$ cat config.mk
export PLATFORM = sky130hd
export DESIGN_NAME = pef_flag_bank
export DESIGN_NICKNAME = d
export VERILOG_FILES = /design/src/shared/pef_pkg.sv /design/src/rtl/pef_flag_bank.sv /design/src/rtl/pef_ccp_gate.sv /design/src/rtl/pef_sticky_bit.sv
export SDC_FILE = /design/constraint.sdc
export NUM_CORES = 1
export LEC_CHECK = 0
export BUFFER_PORTS_ARGS = -buffer_cell sky130_fd_sc_hd__buf_2
export CORE_MARGIN = 1
export CORE_UTILIZATION = 43
export DETAILED_ROUTE_END_ITERATION = 10
export GPL_TIMING_DRIVEN = 0
export PLACE_DENSITY = 0.73
export SLEW_MARGIN = 30
export SYNTH_ARGS = -nofsm -noshare
export SYNTH_HDL_FRONTEND = slang
export SYNTH_SLANG_ARGS = --single-unit
$ cat constraint.sdc
create_clock -name aclk -period 2.15 [get_ports aclk]
set_input_delay 0.1075 -clock aclk [delete_from_list [all_inputs] [get_ports aclk]]
set_output_delay 0.1075 -clock aclk [all_outputs]
set_load 0.01 [all_outputs]
$ cat src/shared/pef_pkg.sv
// package for the peripheral event flag bank: register map, bit positions,
// reset values and the bus-side carrier types.
// assumes a 32-bit AXI4-Lite register bus with word-aligned registers.
package pef_pkg;

  // register byte offsets
  localparam logic [7:0] PEF_OFS_FLAGS  = 8'h00; // event flags, mixed access
  localparam logic [7:0] PEF_OFS_ENABLE = 8'h04; // interrupt enable
  localparam logic [7:0] PEF_OFS_CLEAR  = 8'h08; // write-one-to-clear
  localparam logic [7:0] PEF_OFS_MODE   = 8'h0C; // capture/compare mode
  localparam logic [7:0] PEF_OFS_RXBUF  = 8'h10; // serial receive buffer
  localparam logic [7:0] PEF_OFS_TXBUF  = 8'h14; // serial transmit buffer

  // flag bit positions
  localparam int PEF_BIT_OVF  = 0; // timer overflow
  localparam int PEF_BIT_PER  = 1; // period match
  localparam int PEF_BIT_CCP  = 2; // capture/compare
  localparam int PEF_BIT_SSP  = 3; // sync serial done
  localparam int PEF_BIT_TX   = 4; // transmit buffer empty
  localparam int PEF_BIT_RX   = 5; // receive buffer full
  localparam int PEF_BIT_ADC  = 6; // conversion done
  localparam int PEF_FLAG_W   = 8;

  // bits software may write directly (6,3,2,1,0)
  localparam logic [7:0] PEF_WR_MASK   = 8'h4F;
  localparam logic [7:0] PEF_FLAG_RST  = 8'h00;
  localparam logic [7:0] PEF_ENA_RST   = 8'h00;
  localparam logic [7:0] PEF_BUF_RST   = 8'h00;

  // AXI response codes
  localparam logic [1:0] PEF_RESP_OKAY   = 2'h0;
  localparam logic [1:0] PEF_RESP_SLVERR = 2'h2;

  // capture/compare unit mode
  typedef enum logic [1:0] {
    PEF_CCP_OFF     = 2'b00,
    PEF_CCP_CAPTURE = 2'b01,
    PEF_CCP_COMPARE = 2'b10,
    PEF_CCP_PWM     = 2'b11
  } pef_ccp_mode_type;

  // peripheral event strobes, one-cycle pulses
  typedef struct packed {
    logic conv_done;
    logic sync_done;
    logic capture;
    logic compare;
    logic period_match;
    logic overflow;
  } pef_events_type;

  // one decoded register access
  typedef struct packed {
    logic       hit;
    logic [7:0] ofs;
  } pef_access_type;

endpackage : pef_pkg

$ cat src/rtl/pef_flag_bank.sv
// peripheral event flag bank with AXI4-Lite register access and one
// level interrupt output.
// assumes peripherals give one-cycle strobes synchronous to aclk.
//
// Overview of operation
// - conversion flag, bit 6, set on conversion done, sticky until cleared.
// - receive flag, bit 5, read-only: high while receive buffer full.
// - transmit flag, bit 4, read-only: high while transmit buffer empty.
// - sync serial flag, bit 3, set on transfer complete, sticky.
// - capture mode: bit 2 set on each first-timer capture, sticky.
// - compare mode: bit 2 set on compare match; unused in pwm mode.
// - period flag, bit 1, set when second timer equals its period.
// - overflow flag, bit 0, set on first-timer overflow, sticky.
// - flags set regardless of enables, so software can poll.
//
// Our own choices: the AXI4-Lite register port and the address map.
`timescale 1ns/1ps
module pef_flag_bank
  import pef_pkg::*;
#(
  parameter int ADDR_W = 8
) (
  // clock and reset
  input  wire logic                aclk,
  input  wire logic                aresetn,
  // write address channel
  input  wire logic [ADDR_W-1:0]   s_axi_awaddr,
  input  wire logic [2:0]          s_axi_awprot,
  input  wire logic                s_axi_awvalid,
  output logic                     s_axi_awready,
  // write data channel
  input  wire logic [31:0]         s_axi_wdata,
  input  wire logic [3:0]          s_axi_wstrb,
  input  wire logic                s_axi_wvalid,
  output logic                     s_axi_wready,
  // write response channel
  output logic [1:0]               s_axi_bresp,
  output logic                     s_axi_bvalid,
  input  wire logic                s_axi_bready,
  // read address channel
  input  wire logic [ADDR_W-1:0]   s_axi_araddr,
  input  wire logic [2:0]          s_axi_arprot,
  input  wire logic                s_axi_arvalid,
  output logic                     s_axi_arready,
  // read data channel
  output logic [31:0]              s_axi_rdata,
  output logic [1:0]               s_axi_rresp,
  output logic                     s_axi_rvalid,
  input  wire logic                s_axi_rready,
  // peripheral events
  input  wire pef_events_type      events,
  input  wire logic                rx_load,
  input  wire logic [7:0]          rx_data,
  input  wire logic                tx_take,
  // transmit side to serial unit
  output logic [7:0]               tx_data,
  output logic                     tx_valid,
  // interrupt
  output logic                     irq
);

  // refuse address widths that the word decode below cannot serve: the
  // offsets need eight bits, and the bus carries no more than 32
  if (ADDR_W < 8 || ADDR_W > 32) begin : g_bad_addr_w
    $error("pef_flag_bank: ADDR_W must be 8..32");
  end

  // register offset match, used by read and write decode; the two low
  // address bits are ignored, so a byte address inside a word still hits.
  // the upper bits are tested by a shift, which stays legal even at the
  // narrowest address width, where no upper bits exist at all
  function automatic logic is_reg(input logic [ADDR_W-1:0] a,
                                  input logic [7:0]        ofs);
    is_reg = (a[7:2] == ofs[7:2]) && ((a >> 8) == '0);
  endfunction : is_reg

  // write channel capture
  logic [ADDR_W-1:0] aw_addr_q;
  logic              aw_have_q;
  logic [31:0]       w_data_q;
  logic [3:0]        w_strb_q;
  logic              w_have_q;
  logic              bvalid_q;
  logic [1:0]        bresp_q;
  logic              wr_fire;

  // each channel is refused while its word is held or a response waits,
  // so a second write cannot slip in ahead of the first one's answer
  assign s_axi_awready = !aw_have_q && !bvalid_q;
  assign s_axi_wready  = !w_have_q && !bvalid_q;
  assign wr_fire       = aw_have_q && w_have_q && !bvalid_q;
  assign s_axi_bvalid  = bvalid_q;
  assign s_axi_bresp   = bresp_q;

  // hold address and data until both present; they may arrive in either
  // order, and both are consumed together by the write
  always_ff @(posedge aclk) begin
    if (!aresetn) begin
      aw_have_q <= 1'b0;
      w_have_q  <= 1'b0;
      aw_addr_q <= '0;
      w_data_q  <= '0;
      w_strb_q  <= '0;
    end else begin
      if (s_axi_awvalid && s_axi_awready) begin
        aw_have_q <= 1'b1;
        aw_addr_q <= s_axi_awaddr;
      end else if (wr_fire) begin
        aw_have_q <= 1'b0;
      end
      if (s_axi_wvalid && s_axi_wready) begin
        w_have_q <= 1'b1;
        w_data_q <= s_axi_wdata;
        w_strb_q <= s_axi_wstrb;
      end else if (wr_fire) begin
        w_have_q <= 1'b0;
      end
    end
  end

  // write decode; only the low byte lane carries register bits
  // a mapped but read-only offset still answers okay and changes nothing
  logic wr_flags;
  logic wr_enable;
  logic wr_clear;
  logic wr_mode;
  logic wr_txbuf;
  logic wr_hit;
  logic lane0;

  always_comb begin
    lane0     = w_strb_q[0];
    wr_flags  = 1'b0;
    wr_enable = 1'b0;
    wr_clear  = 1'b0;
    wr_mode   = 1'b0;
    wr_txbuf  = 1'b0;
    wr_hit    = 1'b1;
    if (is_reg(aw_addr_q, PEF_OFS_FLAGS)) begin
      wr_flags = wr_fire && lane0;
    end else if (is_reg(aw_addr_q, PEF_OFS_ENABLE)) begin
      wr_enable = wr_fire && lane0;
    end else if (is_reg(aw_addr_q, PEF_OFS_CLEAR)) begin
      wr_clear = wr_fire && lane0;
    end else if (is_reg(aw_addr_q, PEF_OFS_MODE)) begin
      wr_mode = wr_fire && lane0;
    end else if (is_reg(aw_addr_q, PEF_OFS_TXBUF)) begin
      wr_txbuf = wr_fire && lane0;
    end else if (is_reg(aw_addr_q, PEF_OFS_RXBUF)) begin
      wr_hit = 1'b1;                       // read-only, write ignored
    end else begin
      wr_hit = 1'b0;
    end
  end

  // write response; unmapped offsets answer with an error
  always_ff @(posedge aclk) begin
    if (!aresetn) begin
      bvalid_q <= 1'b0;
      bresp_q  <= PEF_RESP_OKAY;
    end else if (wr_fire) begin
      bvalid_q <= 1'b1;
      bresp_q  <= wr_hit ? PEF_RESP_OKAY : PEF_RESP_SLVERR;
    end else if (s_axi_bready) begin
      bvalid_q <= 1'b0;
    end
  end

  // read channel: a read is taken whenever no answer waits, and its data
  // is registered so the answer stands unchanged until it is taken
  logic        rvalid_q;
  logic [31:0] rdata_q;
  logic [1:0]  rresp_q;
  logic        rd_fire;
  logic        rd_rxbuf;

  assign s_axi_arready = !rvalid_q;
  assign rd_fire       = s_axi_arvalid && !rvalid_q;
  assign rd_rxbuf      = rd_fire && is_reg(s_axi_araddr, PEF_OFS_RXBUF);
  assign s_axi_rvalid  = rvalid_q;
  assign s_axi_rdata   = rdata_q;
  assign s_axi_rresp   = rresp_q;

  // control registers
  logic [7:0]       enable_q;
  pef_ccp_mode_type mode_q;

  // buffer-state bits are forced on by any enable write that strobes the low byte lane, so that a full
  // receive or an empty transmit buffer can raise the interrupt
  always_ff @(posedge aclk) begin
    if (!aresetn) begin
      enable_q <= PEF_ENA_RST;
    end else if (wr_enable) begin
      enable_q <= w_data_q[7:0] & PEF_WR_MASK | 8'h30;
    end
  end

  // mode selects which capture/compare strobe may set its flag
  always_ff @(posedge aclk) begin
    if (!aresetn) begin
      mode_q <= PEF_CCP_OFF;
    end else if (wr_mode) begin
      mode_q <= pef_ccp_mode_type'(w_data_q[1:0]);
    end
  end

  // receive holding buffer: full until software reads it
  // a load in the cycle of a read keeps the buffer full, so no byte is
  // lost; software then sees the flag stay up and reads again
  logic [7:0] rx_buf_q;
  logic       rx_full_q;

  always_ff @(posedge aclk) begin
    if (!aresetn) begin
      rx_buf_q  <= PEF_BUF_RST;
      rx_full_q <= 1'b0;
    end else if (rx_load) begin
      rx_buf_q  <= rx_data;                // new byte wins over a read
      rx_full_q <= 1'b1;
    end else if (rd_rxbuf) begin
      rx_full_q <= 1'b0;
    end
  end

  // transmit holding buffer: empty until software writes it
  // a write in the cycle of a drain keeps the buffer full with the new byte
  logic [7:0] tx_buf_q;
  logic       tx_full_q;

  always_ff @(posedge aclk) begin
    if (!aresetn) begin
      tx_buf_q  <= PEF_BUF_RST;
      tx_full_q <= 1'b0;
    end else if (wr_txbuf) begin
      tx_buf_q  <= w_data_q[7:0];
      tx_full_q <= 1'b1;
    end else if (tx_take) begin
      tx_full_q <= 1'b0;                   // serial unit drained it
    end
  end

  assign tx_data  = tx_buf_q;
  assign tx_valid = tx_full_q;

  // sticky flags
  logic       ccp_event;
  logic [7:0] set_vec;
  logic [7:0] sticky_q;
  logic [7:0] flags;

  pef_ccp_gate u_ccp (
    .mode      (mode_q),
    .capture   (events.capture),
    .compare   (events.compare),
    .event_out (ccp_event)
  );

  // hardware set per bit, independent of enables
  always_comb begin
    set_vec              = 8'h00;
    set_vec[PEF_BIT_ADC] = events.conv_done;
    set_vec[PEF_BIT_SSP] = events.sync_done;
    set_vec[PEF_BIT_CCP] = ccp_event;
    set_vec[PEF_BIT_PER] = events.period_match;
    set_vec[PEF_BIT_OVF] = events.overflow;
  end

  // only writable bits get a flip-flop; the others are constant zero
  genvar gi;
  generate
    for (gi = 0; gi < PEF_FLAG_W; gi++) begin : g_flag
      if (PEF_WR_MASK[gi]) begin : g_sticky
        pef_sticky_bit u_bit (
          .aclk    (aclk),
          .aresetn (aresetn),
          .set     (set_vec[gi]),
          .wr_en   (wr_flags),
          .wr_val  (w_data_q[gi]),
          .clr     (wr_clear && w_data_q[gi]),
          .flag_q  (sticky_q[gi])
        );
      end else begin : g_none
        assign sticky_q[gi] = 1'b0;
      end
    end
  endgenerate

  // live view: buffer flags follow buffer state, bit 7 zero
  // buffer flags are never stored, so writes cannot touch them and they
  // clear on their own when the buffer changes state
  always_comb begin
    flags             = sticky_q;
    flags[7]          = 1'b0;
    flags[PEF_BIT_RX] = rx_full_q;
    flags[PEF_BIT_TX] = !tx_full_q;
  end

  // read data and response
  always_ff @(posedge aclk) begin
    if (!aresetn) begin
      rvalid_q <= 1'b0;
      rdata_q  <= 32'h0000_0000;
      rresp_q  <= PEF_RESP_OKAY;
    end else if (rd_fire) begin
      rvalid_q <= 1'b1;
      rresp_q  <= PEF_RESP_OKAY;
      if (is_reg(s_axi_araddr, PEF_OFS_FLAGS)) begin
        rdata_q <= {24'h00_0000, flags};
      end else if (is_reg(s_axi_araddr, PEF_OFS_ENABLE)) begin
        rdata_q <= {24'h00_0000, enable_q};
      end else if (is_reg(s_axi_araddr, PEF_OFS_CLEAR)) begin
        rdata_q <= 32'h0000_0000;          // write-only
      end else if (is_reg(s_axi_araddr, PEF_OFS_MODE)) begin
        rdata_q <= {30'h0000_0000, mode_q};
      end else if (is_reg(s_axi_araddr, PEF_OFS_RXBUF)) begin
        rdata_q <= {24'h00_0000, rx_buf_q};
      end else if (is_reg(s_axi_araddr, PEF_OFS_TXBUF)) begin
        rdata_q <= {24'h00_0000, tx_buf_q};
      end else begin
        rdata_q <= 32'h0000_0000;
        rresp_q <= PEF_RESP_SLVERR;
      end
    end else if (s_axi_rready) begin
      rvalid_q <= 1'b0;
    end
  end

  // level interrupt while any enabled flag is set
  // registered so the pin is free of glitches; it trails the flags a cycle
  logic irq_q;

  always_ff @(posedge aclk) begin
    if (!aresetn) begin
      irq_q <= 1'b0;
    end else begin
      irq_q <= |(flags & enable_q);
    end
  end

  assign irq = irq_q;

endmodule : pef_flag_bank

$ cat src/rtl/pef_ccp_gate.sv
// capture/compare event qualifier: passes only the strobe of the active mode.
// assumes strobes are one-cycle pulses synchronous to aclk.
`timescale 1ns/1ps
module pef_ccp_gate
  import pef_pkg::*;
(
  // mode and raw strobes
  input  wire pef_ccp_mode_type mode,
  input  wire logic             capture,
  input  wire logic             compare,
  // qualified event
  output logic                  event_out
);

  // pwm and off ignore both strobes
  always_comb begin
    case (mode)
      PEF_CCP_CAPTURE: event_out = capture;
      PEF_CCP_COMPARE: event_out = compare;
      default:         event_out = 1'b0;
    endcase
  end

endmodule : pef_ccp_gate

$ cat src/rtl/pef_sticky_bit.sv
// one sticky flag: hardware set, software write and clear, set wins.
// assumes all inputs synchronous to aclk.
`timescale 1ns/1ps
module pef_sticky_bit
  import pef_pkg::*;
(
  // clock and reset
  input  wire logic aclk,
  input  wire logic aresetn,
  // controls
  input  wire logic set,
  input  wire logic wr_en,
  input  wire logic wr_val,
  input  wire logic clr,
  // state
  output logic      flag_q
);

  // set overrides any write or clear in the same cycle
  always_ff @(posedge aclk) begin
    if (!aresetn) begin
      flag_q <= 1'b0;
    end else if (set) begin
      flag_q <= 1'b1;
    end else if (clr) begin
      flag_q <= 1'b0;
    end else if (wr_en) begin
      flag_q <= wr_val;
    end
  end

endmodule : pef_sticky_bit

After elaboration in Yosys (flattened, before gate mapping) --
Index checks and enable logic that the tools add are counted.
Storage, ports and cells: bits in registers 90, input bits 81, output and inout port bits 51, logic and storage cells 129
Cells by class: equal/unequal tests 12, multiplexer cells 61, bitwise operators 1, reductions and logical operators 33
Operators with widths (number):
- 2-to-1 mux 8 bit | 6
- 2-to-1 mux 1 bit | 47
- == test 6 x 2 -> 1 bit (second input constant) | 4
- == test 6 x 3 -> 1 bit (second input constant) | 4
- nonzero test 3 bit | 5
- logical AND 1 bit | 14
- 2-to-1 mux 2 bit | 7
- == test 6 x 1 -> 1 bit (second input constant) | 2
- logical NOT 6 bit | 2
- nonzero test 2 bit | 6
- OR reduction 8 bit | 1
- bitwise AND 7 bit | 1
- logical NOT 1 bit | 5
- == test 2 x 1 -> 1 bit (second input constant) | 1
- == test 2 bit (second input constant) | 1
- case mux 1 bit (2 select lines) | 1

Logic depth before layout (Yosys ltp) --
depth after elaboration 9, depth in mapped cells 6, gate-level depth less buffers 6

Modules after synthesis --
Synthesis repeated with hierarchy kept, for this count alone.
Unflattened totals: cell total of the unflattened synthesis 328, area total of the unflattened synthesis 2926.6 um^2
Modules (own cells, without submodules):
- pef_flag_bank | times used 1, cells each 297, area each 2657.5 um^2, seq. area each 1121.1 um^2
- pef_sticky_bit | times used 5, cells each 5, area each 45.0 um^2, seq. area each 20.0 um^2
- pef_ccp_gate | times used 1, cells each 6, area each 43.8 um^2, seq. area each 0.0 um^2

Least setup slack after synthesis --
No wires, ideal clock.
path type register to register, from register aw_addr_q[5], to register tx_buf_q[0] (netlist: tx_data[0]), setup time 0.116 ns, arrival time 1.408 ns, required time 2.034 ns, setup slack 0.626 ns, stages on the path, launching flop included 7, path buffers 2, period minus slack after synthesis 1.524 ns, path through dfxtp_1 > or3_4 > buf_6 > nor4_1 > buf_4 > mux2i_1 > nor2b_1
Between the ends: cells in the longest elaborated chain, start to end 6, elaborated cells on any way between the ends 10, classes of those cells eq/ne: 4; mux: 5; reduce/logical: 1
Ends and longest elaborated chain:
- from (decl) | line pef_flag_bank.sv:78 | logic [ADDR_W-1:0] aw_addr_q;
- from (signal assigned) | line pef_flag_bank.sv:107 | aw_addr_q <= s_axi_awaddr;
- == test 6 x 3 -> 1 bit | line pef_flag_bank.sv:74 | is_reg = (a[7:2] == ofs[7:2]) && ((a >> 8) == '0);
- 2-to-1 mux 1 bit | line pef_flag_bank.sv:147 | end else if (is_reg(aw_addr_q, PEF_OFS_TXBUF)) begin
- 2-to-1 mux 1 bit | line pef_flag_bank.sv:145 | end else if (is_reg(aw_addr_q, PEF_OFS_MODE)) begin
- 2-to-1 mux 1 bit | line pef_flag_bank.sv:143 | end else if (is_reg(aw_addr_q, PEF_OFS_CLEAR)) begin
- 2-to-1 mux 1 bit | line pef_flag_bank.sv:141 | end else if (is_reg(aw_addr_q, PEF_OFS_ENABLE)) begin
- 2-to-1 mux 1 bit * | line pef_flag_bank.sv:139 | if (is_reg(aw_addr_q, PEF_OFS_FLAGS)) begin
- to (signal assigned) | line pef_flag_bank.sv:235 | tx_buf_q <= w_data_q[7:0];
- to (decl) | line pef_flag_bank.sv:227 | logic [7:0] tx_buf_q;
Every way passes the cells marked *; elsewhere a longest branch is shown, timed or not. A chain may end at the register's enable or synchronous reset.

Worst setup path in the final report --
from register aw_addr_q[5], to register tx_buf_q[6] (netlist: tx_data[6])
The elaborated chain is that of the path after synthesis.

==> impl_results.md <==
- Status: finished clean
- Max-Cap Viols: 0
- Max Freq: between 500 and 600 MHz
- Overflow after GRT: 0
- Endpoints failing hold: 0
- Global-route wire length before repair: between 10000 and 15000 um
- Antenna cells: 0
- Crit-path cells: or3_4 > buf_6 > nor4_1 > buf_4 > mux2i_1 > nor2b_1
- CP Capture Point: tx_data[6]
- Clk pin slew, worst setup/hold paths: approximately 0.070 ns
- Slowest cell on the critical path: or3_4
- CTS tree: yes
- Placed cells: 513
- Max transition margin: 0.603
- Top cell type's share of synthesized area: 0.400
- Drt drc: 0
- Share of cells above drive strength 1: 0.261
- Core Box Area: between 6000 and 7000 sq um
- Max-slew violation count: 0
- Post-Synthesis Cells: around 330
- Clock latency at the later pin of the worst-skew pair: 0.34 ns
- Filler instances: 640
- Total Power: 2.62 mW
- Worst path max stage delay: 0.38 ns
- Maximum clock path buffer count: 2
- IO Count: roughly 130
- EDFF count, synth: 0
- Reg2reg path depth: 6
- Iteration count of the initial detailed-routing pass: 4
- Crit path time final: roughly 1.8 ns
- Total Die Area: between 7000 and 8000 sq um
- Port Buffer Count: between 60 and 70
- GR Util All Layers: 0.197
- Largest net degree at the start of global routing: 11
- Leakage: roughly 1.7 nW
- Most frequent cell after synthesis: dfxtp_1
- Post-DRT Antenna Nets: 0
- CTS buffer count: 9
- Yosys reg bits: 61
- R2R Path End: tx_data[6]
- RSZ-0062 raised after global routing: false
- Per-cell routed wire length: 13.3 um
- WP data required: roughly 2.4 ns
- CP Max Fanout: 9
- TNS Setup: 0 ns
- Sequential share of the synthesized area: 0.400
- Num Clock Sinks: ~60
- Mapped cell area: approximately 3100 sq um
- Critical setup path kind: reg2reg
- Synth cell types: 44
- Post-DP HPWL: ~5400 um
- Maximum vdd ir drop: 0.000467 V
- Vias in the first global route: 2352
- Clock H-tree levels: 3
- DR vias: 2561
- Nets: 515
- Final Setup Violations: 0
- Ys flop type: dfxtp_1
- PostCTS Resize Cnt: 0
- Synth top area cells: dfxtp_1 40%, mux2i_1 12%, nor2b_1 7.2%
- Die height: 86.3 um
- Arr. time, crit path: around 2.0 ns
- Root Buffer: clkbuf_8
- Iteration-0 DRC Markers: approximately 140
- Critical R2R Launch: aw_addr_q[5]
- Num rows: 30
- Initial antenna violation count: 0
- Reg2reg setup slack: roughly 0.39 ns
- Min Hold Slack: roughly 0.0085 ns
- Hold crit path type: in2reg
- Least-Margin Pin Slew: 0.595 ns
- Gpl congestion: 0.818
- # Post-CTS Setup Buffers: 0
- Vias per Instance: just under 5
- Syn_area_per_cell: 9.34 sq um
- Layout area overhead: 25.9%
- Yosys warnings: 0
- Final Skew: 0.00962 ns
- Final worst path period share: 0.820
- Yosys top cell by area: dfxtp_1
- Die width: ~86 um
- Hold path depth: 3
- CP Launch Type: flip-flop
- Initial Utilization: 0.447
- DRT Wirelength: 7090 um
- Synth top cells by count: 61 x dfxtp_1, 37 x mux2i_1, 35 x nor2b_1
- CP Launch Point: aw_addr_q[5]
- PwrDens: 681 nW/um^2
- Crit. End Element: flip-flop
- Final non-filler cell total: between 500 and 600
- Async set or reset register ratio after synthesis: 0
-- cell usage in the layout, fill, tap and decap left out, types with 4 or more instances in the layout --
| cell type | count |
|---|---|
| buf_2 | 66 |
| clkbuf_8 | 12 |
| a21boi_0 | 17 |
| a21oi_1 | 9 |
| dlygate4sd3_1 | 4 |
| inv_1 | 5 |
| nand2b_1 | 12 |
| nor3_1 | 7 |
| buf_4 | 27 |
| nor2_1 | 9 |
| and3b_1 | 4 |
| conb_1 | 26 |
| dfxtp_1 | 61 |
| mux2i_1 | 37 |
| o21a_1 | 5 |
| nor2b_1 | 35 |
| nand2_1 | 31 |
| o21ai_0 | 5 |
| o31a_1 | 4 |
| o31ai_1 | 6 |
| clkbuf_1 | 14 |
-- registers in the layout, summed over array words and instances (netlist names), 2 cells and up --
name,cells
s_axi_rdata,8
tx_data,8
mode_q,2
w_data_q,8
enable_q,6
g_flag.g_sticky.u_bit.flag_q,5
rx_buf_q,8
aw_addr_q,6
-- what timing repair did --
item                                   4_1_cts  5_1_grt
hold buffers                                 4        0
endpoints found under the hold margin        4        0
setup endpoints to repair                    0        0
-- worst min-delay path by stage --
stage / from / to / slack [ns]
2_1_floorplan: events[0] / g_flag[0].g_sticky.u_bit.flag_q / 0.24
3_3_place_gp: events[0] / g_flag[0].g_sticky.u_bit.flag_q / 0.34
5_1_grt: s_axi_wdata[0] / w_data_q[0] / 0.02
6_report: s_axi_wstrb[0] / w_strb_q[0] / 0.009
4_1_cts: s_axi_wstrb[0] / w_strb_q[0] / 0.003
3_5_place_dp: events[1] / g_flag[1].g_sticky.u_bit.flag_q / 0.34
-- critical path, delay by kind of cell (launching register included) --
kind / cells / cell delay (ns)
simple gates: 3 / 0.69
buf+inv: 2 / 0.43
mux: 1 / 0.21
flops: 1 / 0.31
-- per-layer routing --
metal	up-vias	routed length [um]	global-route usage
met4	0	194	0.112
met5	-	0	0
met3	18	390	0.0362
met2	95	3220	0.320
met1	1146	3280	0.246
li1	1302	-	-
-- power breakdown --
| part | leakage, nW | internal [mW] | switching, mW |
|---|---|---|---|
| Combinational | 1.06 | 0.162 | 0.167 |
| Sequential | 0.499 | 1.18 | 0.0477 |
| Clock | 0.106 | 0.629 | 0.436 |
| Total | 1.67 | 1.97 | 0.651 |
-- logic make-up (layout without fill, tap and decap cells) --
kind of cell	Yosys count	count (layout)	synth area share
AND/OR/NAND/NOR	118	118	0.234
buffers and inverters	48	133	0.0951
flip-flops	61	61	0.400
other	1	26	0.00123
multiplexers	37	37	0.121
AO/OA/AOI/OAI	60	60	0.141
adder cells (fa/ha/maj)	2	2	0.00820
-- metrics by stage --
stage          instance area [sq um]  worst slack, ns   util
2_1_floorplan                   3150            0.626      -
3_3_place_gp                    3590            0.467  0.526
3_5_place_dp                    3590            0.423  0.526
4_1_cts                         3840            0.416  0.563
5_1_grt                         3840            0.283  0.563
6_report                        3840            0.386  0.563
-- final cells by class --
cell class                      instances  area (sq um)  share of cell area
Multi-Input combinational cell        243          1640               0.425
Sequential cell                        61          1220               0.318
Timing Repair Buffer                   69           365              0.0951
Buffer                                 43           272              0.0706
Clock buffer                           13           169              0.0439
Tap cell                               96           120              0.0312
Clock inverter                          3          42.5              0.0111
Inverter                                5          18.8             0.00488
Power figures use the tool's default switching activity.
